**config.mk**
```make
export PLATFORM = sky130hd
export DESIGN_NAME = tcc_top
export DESIGN_NICKNAME = d
export VERILOG_FILES = /design/src/rtl/tcc_pkg.sv /design/src/rtl/tcc_unit.sv /design/src/rtl/tcc_top.sv
export SDC_FILE = /design/constraint.sdc
export NUM_CORES = 1
export LEC_CHECK = 0
export BUFFER_PORTS_ARGS = -buffer_cell sky130_fd_sc_hd__buf_2
export CAP_MARGIN = 20
export CORE_MARGIN = 8
export CORE_UTILIZATION = 59
export CTS_CLUSTER_SIZE = 16
export DETAILED_ROUTE_END_ITERATION = 7
export PLACE_DENSITY = 0.82
export SLEW_MARGIN = 20
export SYNTH_ARGS = -nofsm -noshare
export SYNTH_HDL_FRONTEND = slang
export SYNTH_SLANG_ARGS = --single-unit
```
**constraint.sdc**
```tcl
create_clock -name core_clk -period 2.35 [get_ports core_clk]
set_input_delay 0.47 -clock core_clk [delete_from_list [all_inputs] [get_ports core_clk]]
set_output_delay 0.47 -clock core_clk [all_outputs]
set_load 0.005 [all_outputs]
```
**src/rtl/tcc_pkg.sv**
```systemverilog
// tcc_pkg: shared constants for the timer compare/capture general registers.
// assumes: one core clock, counters and io control registers live outside this block.
package tcc_pkg;
    // =====================================================================
    // sizes
    localparam int          NUM_CH     = 5;
    localparam int          GR_W       = 16;
    localparam int          ADDR_W     = 4;
    localparam int          NUM_GR     = 2 * NUM_CH;
    localparam logic [15:0] GR_RESET   = 16'hffff;
    // =====================================================================
    // register index: addr[3:1] selects the channel, addr[0] selects a or b
    localparam int          ADDR_SEL_B = 0;
    localparam int          ADDR_CH_LO = 1;
    // =====================================================================
    // io control field (3 bits per register)
    localparam int          IO_CAP_BIT = 2;
    localparam logic [2:0]  IO_NONE    = 3'h0;
    localparam logic [1:0]  OUT_NONE   = 2'h0;
    localparam logic [1:0]  OUT_LOW    = 2'h1;
    localparam logic [1:0]  OUT_HIGH   = 2'h2;
    localparam logic [1:0]  OUT_TOGGLE = 2'h3;
    localparam logic [1:0]  EDGE_RISE  = 2'h0;
    localparam logic [1:0]  EDGE_FALL  = 2'h1;
    // =====================================================================
    // counter clear source per channel
    localparam logic [1:0]  CLR_NONE   = 2'h0;
    localparam logic [1:0]  CLR_BY_A   = 2'h1;
    localparam logic [1:0]  CLR_BY_B   = 2'h2;
endpackage

```
**src/rtl/tcc_unit.sv**
```systemverilog
// tcc_unit: one general register with its compare, capture and pin logic.
// assumes: count and count_tick come from the channel counter in the core clock domain.
`timescale 1ns/100ps
module tcc_unit #(
    parameter int W = 16
) (
    input  wire logic         core_clk,
    input  wire logic         rstn,
    input  wire logic         standby,
    input  wire logic [2:0]   io_ctrl,
    input  wire logic         pwm_mode,
    input  wire logic [W-1:0] count,
    input  wire logic         count_tick,
    input  wire logic         cap_in,
    input  wire logic         wr_en,
    input  wire logic [1:0]   wr_be,
    input  wire logic [W-1:0] wr_data,
    output logic      [W-1:0] value,
    output logic              evt,
    output logic              pin_out,
    output logic              pin_oe_n
);
    typedef struct packed {
        logic [W-1:0] value;
        logic         cap_prev;
        logic         pin;
        logic         oe_n;
    } tcc_unit_st_t;

    localparam tcc_unit_st_t RST = '{value: W'(tcc_pkg::GR_RESET), cap_prev: 1'b0,
                                     pin: 1'b0, oe_n: 1'b1};

    tcc_unit_st_t s_ff;
    tcc_unit_st_t nxt_s;

    always_comb begin
        logic [2:0] eff;
        logic       is_cap;
        logic       rise;
        logic       fall;
        logic       hit;
        hit    = 1'b0;
        // event leaves combinationally so the flag lands with the stored value
        evt    = 1'b0;
        eff    = (pwm_mode || standby) ? tcc_pkg::IO_NONE : io_ctrl;
        is_cap = eff[tcc_pkg::IO_CAP_BIT];
        rise   = cap_in && !s_ff.cap_prev;
        fall   = !cap_in && s_ff.cap_prev;
        case (eff[1:0])
            tcc_pkg::EDGE_RISE: hit = rise;
            tcc_pkg::EDGE_FALL: hit = fall;
            default:            hit = rise || fall;
        endcase
        nxt_s          = s_ff;
        nxt_s.cap_prev = cap_in;
        if (standby) begin
            nxt_s = RST;
            // keep tracking the pin, else a high pin gives a false edge after standby
            nxt_s.cap_prev = cap_in;
        end else begin
            if (wr_en && wr_be[0]) begin
                nxt_s.value[7:0] = wr_data[7:0];
            end
            if (wr_en && wr_be[1]) begin
                nxt_s.value[W-1:8] = wr_data[W-1:8];
            end
            if (is_cap) begin
                if (hit) begin
                    nxt_s.value = count;
                    evt         = 1'b1;
                end
            end else if (count_tick && s_ff.value == count) begin
                evt       = 1'b1;
                case (eff[1:0])
                    tcc_pkg::OUT_LOW:    nxt_s.pin = 1'b0;
                    tcc_pkg::OUT_HIGH:   nxt_s.pin = 1'b1;
                    tcc_pkg::OUT_TOGGLE: nxt_s.pin = !s_ff.pin;
                    default:             nxt_s.pin = s_ff.pin;
                endcase
            end
            // pin is only driven in compare mode with an output selected
            nxt_s.oe_n = is_cap || (eff[1:0] == tcc_pkg::OUT_NONE);
        end
    end

    always_ff @(posedge core_clk or negedge rstn) begin
        if (!rstn) begin
            s_ff <= RST;
        end else begin
            s_ff <= nxt_s;
        end
    end

    assign value    = s_ff.value;
    assign pin_out  = s_ff.pin;
    assign pin_oe_n = s_ff.oe_n;
endmodule

```
**src/rtl/tcc_top.sv**
```systemverilog
// tcc_top: the ten compare/capture general registers of the five timer channels,
// their status flags, counter clear requests and the 16-bit cpu access port.
// assumes: counters, io control and mode registers sit outside; all inputs synchronous.
//
// Notes on behaviour
// - five channels, two 16-bit registers each
// - io control picks compare or capture
// - compare mode: register compared with count
// - compare match sets channel a/b flag
// - enabled output drives configured pin level
// - capture mode: edge stores count value
// - capture sets flag with the store
// - capture edge rising, falling or both
// - pwm modes override io control selection
// - cpu word read, word or byte write
// - reset/standby: compare mode, no pin
// - reset/standby: registers load all ones
// - optional counter clear on a/b event
`timescale 1ns/100ps
module tcc_top #(
    parameter int NUM_CH = tcc_pkg::NUM_CH,
    parameter int W      = tcc_pkg::GR_W
) (
    input  wire logic                core_clk,
    input  wire logic                rstn,
    input  wire logic                standby,
    input  wire logic [NUM_CH*W-1:0] count,
    input  wire logic [NUM_CH-1:0]   count_tick,
    input  wire logic [NUM_CH*3-1:0] io_ctrl_a,
    input  wire logic [NUM_CH*3-1:0] io_ctrl_b,
    input  wire logic [NUM_CH-1:0]   pwm_mode,
    input  wire logic [NUM_CH*2-1:0] clear_sel,
    input  wire logic [NUM_CH-1:0]   cap_pin_a,
    input  wire logic [NUM_CH-1:0]   cap_pin_b,
    input  wire logic [NUM_CH-1:0]   flag_clr_a,
    input  wire logic [NUM_CH-1:0]   flag_clr_b,
    input  wire logic                cpu_wr,
    input  wire logic                cpu_rd,
    input  wire logic [tcc_pkg::ADDR_W-1:0] cpu_addr,
    input  wire logic [1:0]          cpu_be,
    input  wire logic [W-1:0]        cpu_wdata,
    output logic      [W-1:0]        cpu_rdata,
    output logic      [NUM_CH-1:0]   match_flag_a,
    output logic      [NUM_CH-1:0]   match_flag_b,
    output logic      [NUM_CH-1:0]   count_clear,
    output logic      [NUM_CH-1:0]   cmp_pin_a,
    output logic      [NUM_CH-1:0]   cmp_pin_b,
    output logic      [NUM_CH-1:0]   cmp_oe_a_n,
    output logic      [NUM_CH-1:0]   cmp_oe_b_n
);
    // =====================================================================
    // state
    typedef struct packed {
        logic [NUM_CH-1:0] flag_a;
        logic [NUM_CH-1:0] flag_b;
        logic [NUM_CH-1:0] clr;
        logic [W-1:0]      rdata;
    } tcc_top_st_t;

    localparam tcc_top_st_t RST = '{flag_a: '0, flag_b: '0, clr: '0, rdata: '0};

    tcc_top_st_t s_ff;
    tcc_top_st_t nxt_s;

    logic [W-1:0]        gr_val [2*NUM_CH];
    logic [2*NUM_CH-1:0] gr_evt;
    logic [2*NUM_CH-1:0] gr_pin;
    logic [2*NUM_CH-1:0] gr_oe_n;

    // register index from channel and a/b select
    function automatic logic [tcc_pkg::ADDR_W-1:0] tcc_index(input int ch, input int sel_b);
        return tcc_pkg::ADDR_W'((ch << tcc_pkg::ADDR_CH_LO) | (sel_b << tcc_pkg::ADDR_SEL_B));
    endfunction

    // =====================================================================
    // general registers, a then b per channel
    for (genvar c = 0; c < NUM_CH; c++) begin : g_ch
        for (genvar b = 0; b < 2; b++) begin : g_ab
            localparam int IDX = 2 * c + b;
            tcc_unit #(
                .W(W)
            ) u_gr (
                .core_clk   (core_clk),
                .rstn       (rstn),
                .standby    (standby),
                .io_ctrl    ((b == 0) ? io_ctrl_a[3*c +: 3] : io_ctrl_b[3*c +: 3]),
                .pwm_mode   (pwm_mode[c]),
                .count      (count[W*c +: W]),
                .count_tick (count_tick[c]),
                .cap_in     ((b == 0) ? cap_pin_a[c] : cap_pin_b[c]),
                .wr_en      (cpu_wr && cpu_addr == tcc_index(c, b)),
                .wr_be      (cpu_be),
                .wr_data    (cpu_wdata),
                .value      (gr_val[IDX]),
                .evt        (gr_evt[IDX]),
                .pin_out    (gr_pin[IDX]),
                .pin_oe_n   (gr_oe_n[IDX])
            );
        end
        // pins come straight from the unit flip-flops, sorted into a and b here
        assign cmp_pin_a[c]  = gr_pin[2*c];
        assign cmp_pin_b[c]  = gr_pin[2*c+1];
        assign cmp_oe_a_n[c] = gr_oe_n[2*c];
        assign cmp_oe_b_n[c] = gr_oe_n[2*c+1];
    end

    // =====================================================================
    // flags, counter clear, read data
    always_comb begin
        nxt_s       = s_ff;
        nxt_s.rdata = s_ff.rdata;
        for (int c = 0; c < NUM_CH; c++) begin
            // a new event beats a clear in the same cycle
            nxt_s.flag_a[c] = (s_ff.flag_a[c] && !flag_clr_a[c]) || gr_evt[2*c];
            nxt_s.flag_b[c] = (s_ff.flag_b[c] && !flag_clr_b[c]) || gr_evt[2*c+1];
            case (clear_sel[2*c +: 2])
                tcc_pkg::CLR_BY_A: nxt_s.clr[c] = gr_evt[2*c];
                tcc_pkg::CLR_BY_B: nxt_s.clr[c] = gr_evt[2*c+1];
                default:           nxt_s.clr[c] = 1'b0;
            endcase
        end
        if (cpu_rd) begin
            nxt_s.rdata = '0;
            for (int i = 0; i < 2 * NUM_CH; i++) begin
                if (cpu_addr == tcc_index(i / 2, i % 2)) begin
                    nxt_s.rdata = gr_val[i];
                end
            end
        end
        if (standby) begin
            nxt_s = RST;
        end
    end

    always_ff @(posedge core_clk or negedge rstn) begin
        if (!rstn) begin
            s_ff <= RST;
        end else begin
            s_ff <= nxt_s;
        end
    end

    assign cpu_rdata    = s_ff.rdata;
    assign match_flag_a = s_ff.flag_a;
    assign match_flag_b = s_ff.flag_b;
    assign count_clear  = s_ff.clr;
endmodule

```
# Word level (Yosys, flattened, before mapping)
# Cells that the tools add are included.
[word_totals]
latch_bits = 0
in_bits = 177
mem_bits_ro = 0
out_inout_bits = 51
word_cells = 467
ramBits = 0
register_bits = 221
mem_count = 0
[classes]
muxes = 167
magnitude_cmp = 0
multipliers = 0
eq_ne = 69
n_addsub = 0
reduce_logical = 187
n_shift = 0
n_bitwise = 0
div_mod_pow = 0
[ops]
columns = ["op", "n"]
rows = [
  ["two-way mux 16 bit", 41],
  ["equality test 16 bit", 10],
  ["two-way mux 8 bit", 20],
  ["logical AND 1 bit", 70],
  ["two-way mux 1 bit", 60],
  ["equality test 2 bit (second input constant)", 25],
  ["logical NOT 1 bit", 40],
  ["nonzero test 4 bit", 10],
  ["logical OR 1 bit", 35],
  ["two-way mux 31 bit", 1],
  ["equality test 2 x 1 -> 1 bit (second input constant)", 15],
  ["two-way mux 3 bit", 10],
  ["one-hot mux 1 bit (2 select lines)", 15],
  ["one-hot mux 1 bit (3 select lines)", 10],
  ["AND reduction 3 bit", 10],
  ["nonzero test 2 bit", 11],
  ["logical NOT 2 bit", 10],
  ["two-way mux 2 bit", 10],
  ["inequality test 2 bit (second input constant)", 10],
  ["equality test 4 x 3 -> 1 bit (second input constant)", 4],
  ["equality test 4 x 2 -> 1 bit (second input constant)", 2],
  ["equality test 4 bit (second input constant)", 2],
  ["equality test 4 x 1 -> 1 bit (second input constant)", 1],
  ["logical NOT 4 bit", 1],
]

# Longest topological paths before layout
[logic_depth]
ltp_word = 13
ltp_mapped = 9
depth_no_buf = 7

# Hierarchy
# From an unflattened synthesis, not the netlist that was laid out.
[hier_totals]
cells_unflattened = 2115
area_unflattened_um2 = 17350.4
[modules_own_cells]
columns = ["module", "n_inst", "cells_per_inst", "area_per_inst_um2", "seq_area_each_um2"]
rows = [
  ["tcc_unit", 10, 177, 1438.9, 496.7],
  ["tcc_top", 1, 345, 2961.6, 775.7],
]

# Least setup slack after synthesis
# No wires, ideal clock.
[synth_path]
kind = "input-to-reg"
from = "input port cap_pin_a[1]"
to = "register s_ff (netlist bit match_flag_a[1])"
slack_ns = 0.435
t_required_ns = 2.214
cell_stages = 9
setup_time_ns = 0.136
arrival_ns = 1.779
path_buffers = 2
path_cell_list = "inv_1 ha_1 nor3_1 a211oi_1 o211ai_1 buf_4 buf_4 a21boi_0 a21oi_1"
[synth_lines]
columns = ["element", "line", "source"]
rows = [
  ["start, declared", "tcc_top.sv:33", "input wire logic [NUM_CH-1:0] cap_pin_a,"],
  ["end signal, assigned", "tcc_top.sv:139", "s_ff <= nxt_s;"],
  ["end, declared", "tcc_top.sv:62", "tcc_top_st_t s_ff;"],
]

==> results by group <==
Outcome
  – Status: completed

Timing
  – Worst Tran Pin Value: 676 ps
  – Skew final: 16.7 ps
  – Setup TNS: 0 ps
  – Unrepaired setup endpoints after global routing: false
  – Max Slew Vio Count: 0
  – Final period utilization: 86.1%
  – Tmin final: 2020 ps
  – Final setup margin: 327 ps
  – Relative slew margins: 54.8%
  – Max Freq: 494 MHz
  – Setup violations, final: 0
  – Final Hold Viols: 0

Layout
  – Non-Filler Instances: 2282
  – Layout net count: 2130
  – Area growth syn-to-layout: 16.0%
  – Share of layout cells above drive strength 1: 34.7%
  – Post-route cell area: 18200 µm²

Floorplanning
  – Die Y: 179 µm
  – Row cnt: 59
  – Die W: 179 µm
  – Initial Util: 60.2%
  – Die ar.: 32100 µm²
  – Core area: 26100 µm²
  – I/O pin total: 228

GRT
  – Grt total ovfl: 0
  – Largest net degree at the start of global routing: 112
  – Vias in the first global route: 13964
  – Initial antenna violation count: 6
  – Overall Global Routing Usage: 33.5%
  – Global-route wire length before repair: 82400 µm

Clock tree
  – Number of setup buffers added after CTS: 0
  – Clock slew at reported path FFs: 60 ps
  – Clock buffer count from CTS: 26
  – H-tree Lvls: 1
  – Post_cts resized: 0
  – Clock Latency Late Sink: 540 ps
  – CTS tree: built
  – CTS sink cnt: 221
  – Max Buffers Root-to-Sink: 3
  – CTS root buf: clkbuf_16

Setup path
  – CP startpoint kind: flip-flop
  – Crit-path max cell delay: 580 ps
  – CP Class: flip-flop to flip-flop
  – Worst path required time: 2800 ps
  – Critical path endpoint category: flip-flop
  – Crit-path cells: xnor2_1 -> nand2_1 -> nor4_1 -> a31oi_1 -> o22ai_1
  – CP arrival: 2470 ps
  – CP Max Fanout: 3
  – Worst path slowest cell: dfstp_2

Logic synthesis
  – Flops & latches, synth: 221
  – EDFF count, synth: 0
  – Sequential area share after synthesis: 36.6%
  – Synth Warn #: 0
  – Syn_area_per_cell: 9.06 µm²
  – Mapped Area: 15700 µm²
  – Distinct cells, synth: 69
  – Mapped Cells: 1732
  – Post-synthesis async set-or-reset flop share: 100%
  – Synthesized net count: 1939
  – Commonest register cell after synthesis: dfstp_2

Drt
  – Via Count: 14220
  – Antenna viol nets, final: 0
  – WL/cell: 24.1 µm
  – Mean number of vias per cell: 6.23
  – First-pass DRT Iterations: 5
  – Drt total wl: 55000 µm
  – DRT iter0 DRCs: 1485
  – Remaining DRCs: 0

Placement
  – Post-Place Cell Area: 17200 µm²
  – Detailed Place HPWL: 39900 µm
  – # placed instances: 2229
  – GP Congestion: 0.970
  – I/O Buffers: 227
  – Pre-CTS setup slack: -15.4 ps

Pwr
  – Lkg Pwr: 0.00808 µW
  – Pwr dens: 572 nW/µm²
  – P_sw: 2810 µW
  – Sw frac: 27.1%
  – Logic gate share of total power: 16.1%
  – Clock power frac: 43.9%
  – Pint: 7590 µW
  – VDD IR max: 0.000662 V
  – Part of the power in registers: 40.0%

Worst hold path
  – Hold/Removal Path Class: primary input to flip-flop

Run
  – Max Cap Viol: 0
-- synth_stat cells, drive strengths merged, types with 6 or more instances --
| cell | instances | area [µm²] |
|---|---|---|
| a21o | 6 | 45.0 |
| a21oi | 25 | 125 |
| a22oi | 16 | 120 |
| a31oi | 106 | 663 |
| and3 | 10 | 62.6 |
| buf | 67 | 447 |
| clkbuf | 57 | 215 |
| dfrtp | 51 | 1280 |
| dfstp | 170 | 4470 |
| ha | 30 | 375 |
| inv | 57 | 214 |
| mux2 | 81 | 912 |
| mux2i | 85 | 851 |
| mux4 | 10 | 225 |
| nand2 | 261 | 990 |
| nand2b | 81 | 507 |
| nand3 | 12 | 70.1 |
| nand4 | 35 | 219 |
| nor2 | 142 | 571 |
| nor2b | 18 | 113 |
| nor3 | 19 | 116 |
| nor4 | 7 | 73.8 |
| o2111ai | 7 | 98.9 |
| o21ai | 41 | 205 |
| o221ai | 11 | 96.3 |
| o32ai | 9 | 78.8 |
| or2 | 98 | 613 |
| xnor2 | 138 | 1210 |
| xor2 | 22 | 193 |
-- critical path, delay by kind of cell, from the launching register on --
| family | cells | cell delay (ps) |
|---|---|---|
| simple gates | 2 | 700 |
| xor+xnor | 1 | 170 |
| compound gates | 2 | 460 |
| flops | 1 | 580 |
-- cell usage in the layout, fill, tap and decap left out, drive strengths merged, types with 35 or more instances in the layout --
cell type / synthesis / final
dfstp: 170 / 170
a31oi: 106 / 106
clkbuf: 57 / 37
nand4: 35 / 35
buf: 67 / 285
xnor2: 138 / 138
o21ai: 41 / 41
nand2: 261 / 261
mux2: 81 / 81
or2: 98 / 98
inv: 57 / 57
mux2i: 85 / 85
nand2b: 81 / 81
dfrtp: 51 / 51
nor2: 142 / 142
-- sequential cells by signal, summed over array words and instances (netlist names) --
name	count
g_ch.g_ab.u_gr.s_ff	10
g_ch.g_ab.u_gr.pin_out	10
match_flag_b	5
match_flag_a	5
g_ch.g_ab.u_gr.pin_oe_n	10
g_ch.g_ab.u_gr.value	160
cpu_rdata	16
count_clear	5
-- cell type report --
type,count,area [µm²]
sequential,221,5740
clock buffer,36,749
antenna,4,10.0
inverter,57,214
timing repair buffer,287,1780
tap,335,419
multi-input combinational,1330,9070
fill,2052,7870
clock inverter,12,210
-- what timing repair did --
| item | in CTS | in global routing |
|---|---|---|
| endpoints found under the setup margin | 0 | 0 |
| hold buffers | 1 | 0 |
| endpoints found under the hold margin | 12 | 0 |
-- metrics by stage --
step | total power [µW] | utilization, % | hold slack (ps)
floorplan | 5080 | - | 174
global placement | 5800 | 66.0 | 507
detailed placement | 5840 | 66.0 | 502
CTS | 10400 | 69.8 | 44.7
global route | 10700 | 69.8 | 53.5
finish | 10400 | 69.8 | 62.9
-- layer usage --
metal	wire, µm	share of wire (%)	up-vias	GRT usage, %
met5	8	0.015	-	0
met2	24200	44	851	50.8
met3	6270	11	163	7.83
li1	-	-	6326	-
met1	21700	39	6878	44.4
met4	2930	5.3	2	16.5
-- path summary, 6_finish.rpt --
path	cells past startpoint	slack, ps	start	endpoint
max in group asynchronous	3	1080	rstn	g_ch[3].g_ab[1].u_gr.value[14]$_DFF_PN1_
worst min register to register	2	540	match_flag_b[1]$_DFF_PN0_	match_flag_b[1]$_DFF_PN0_
worst max register to register	5	330	g_ch[0].g_ab[1].u_gr.value[8]$_DFF_PN1_	count_clear[0]$_DFF_PN0_
min in group asynchronous	2	510	rstn	g_ch[1].g_ab[1].u_gr.s_ff[2]$_DFF_PN0_
worst min-delay path	1	60	cap_pin_a[4]	g_ch[4].g_ab[0].u_gr.s_ff[2]$_DFF_PN0_
worst max-delay path	5	330	g_ch[0].g_ab[1].u_gr.value[8]$_DFF_PN1_	count_clear[0]$_DFF_PN0_
-- power by group through the flow --
stage | Sequential (µW) | Clock, µW | Combinational [µW]
detailed placement | 4210 | 0 | 1630
floorplan | 4160 | 0 | 920
global placement | 4200 | 0 | 1600
global route | 4170 | 4750 | 1800
CTS | 4150 | 4600 | 1650
finish | 4160 | 4570 | 1670
-- cells by family (layout without fill, tap and decap cells) --
group | after synthesis | count (layout) | synth area share [%]
DFF | 221 | 221 | 36.6
and+or+nand+nor | 701 | 701 | 22.5
xor gates and xnor gates | 160 | 160 | 8.93
other | 0 | 4 | 0
buffers and inverters | 181 | 392 | 5.58
AOI/OAI and AO/OA | 263 | 263 | 11.4
muxes | 176 | 176 | 12.7
adders and majority gates | 30 | 30 | 2.39
No activity file was read; power rests on OpenSTA's default activity.
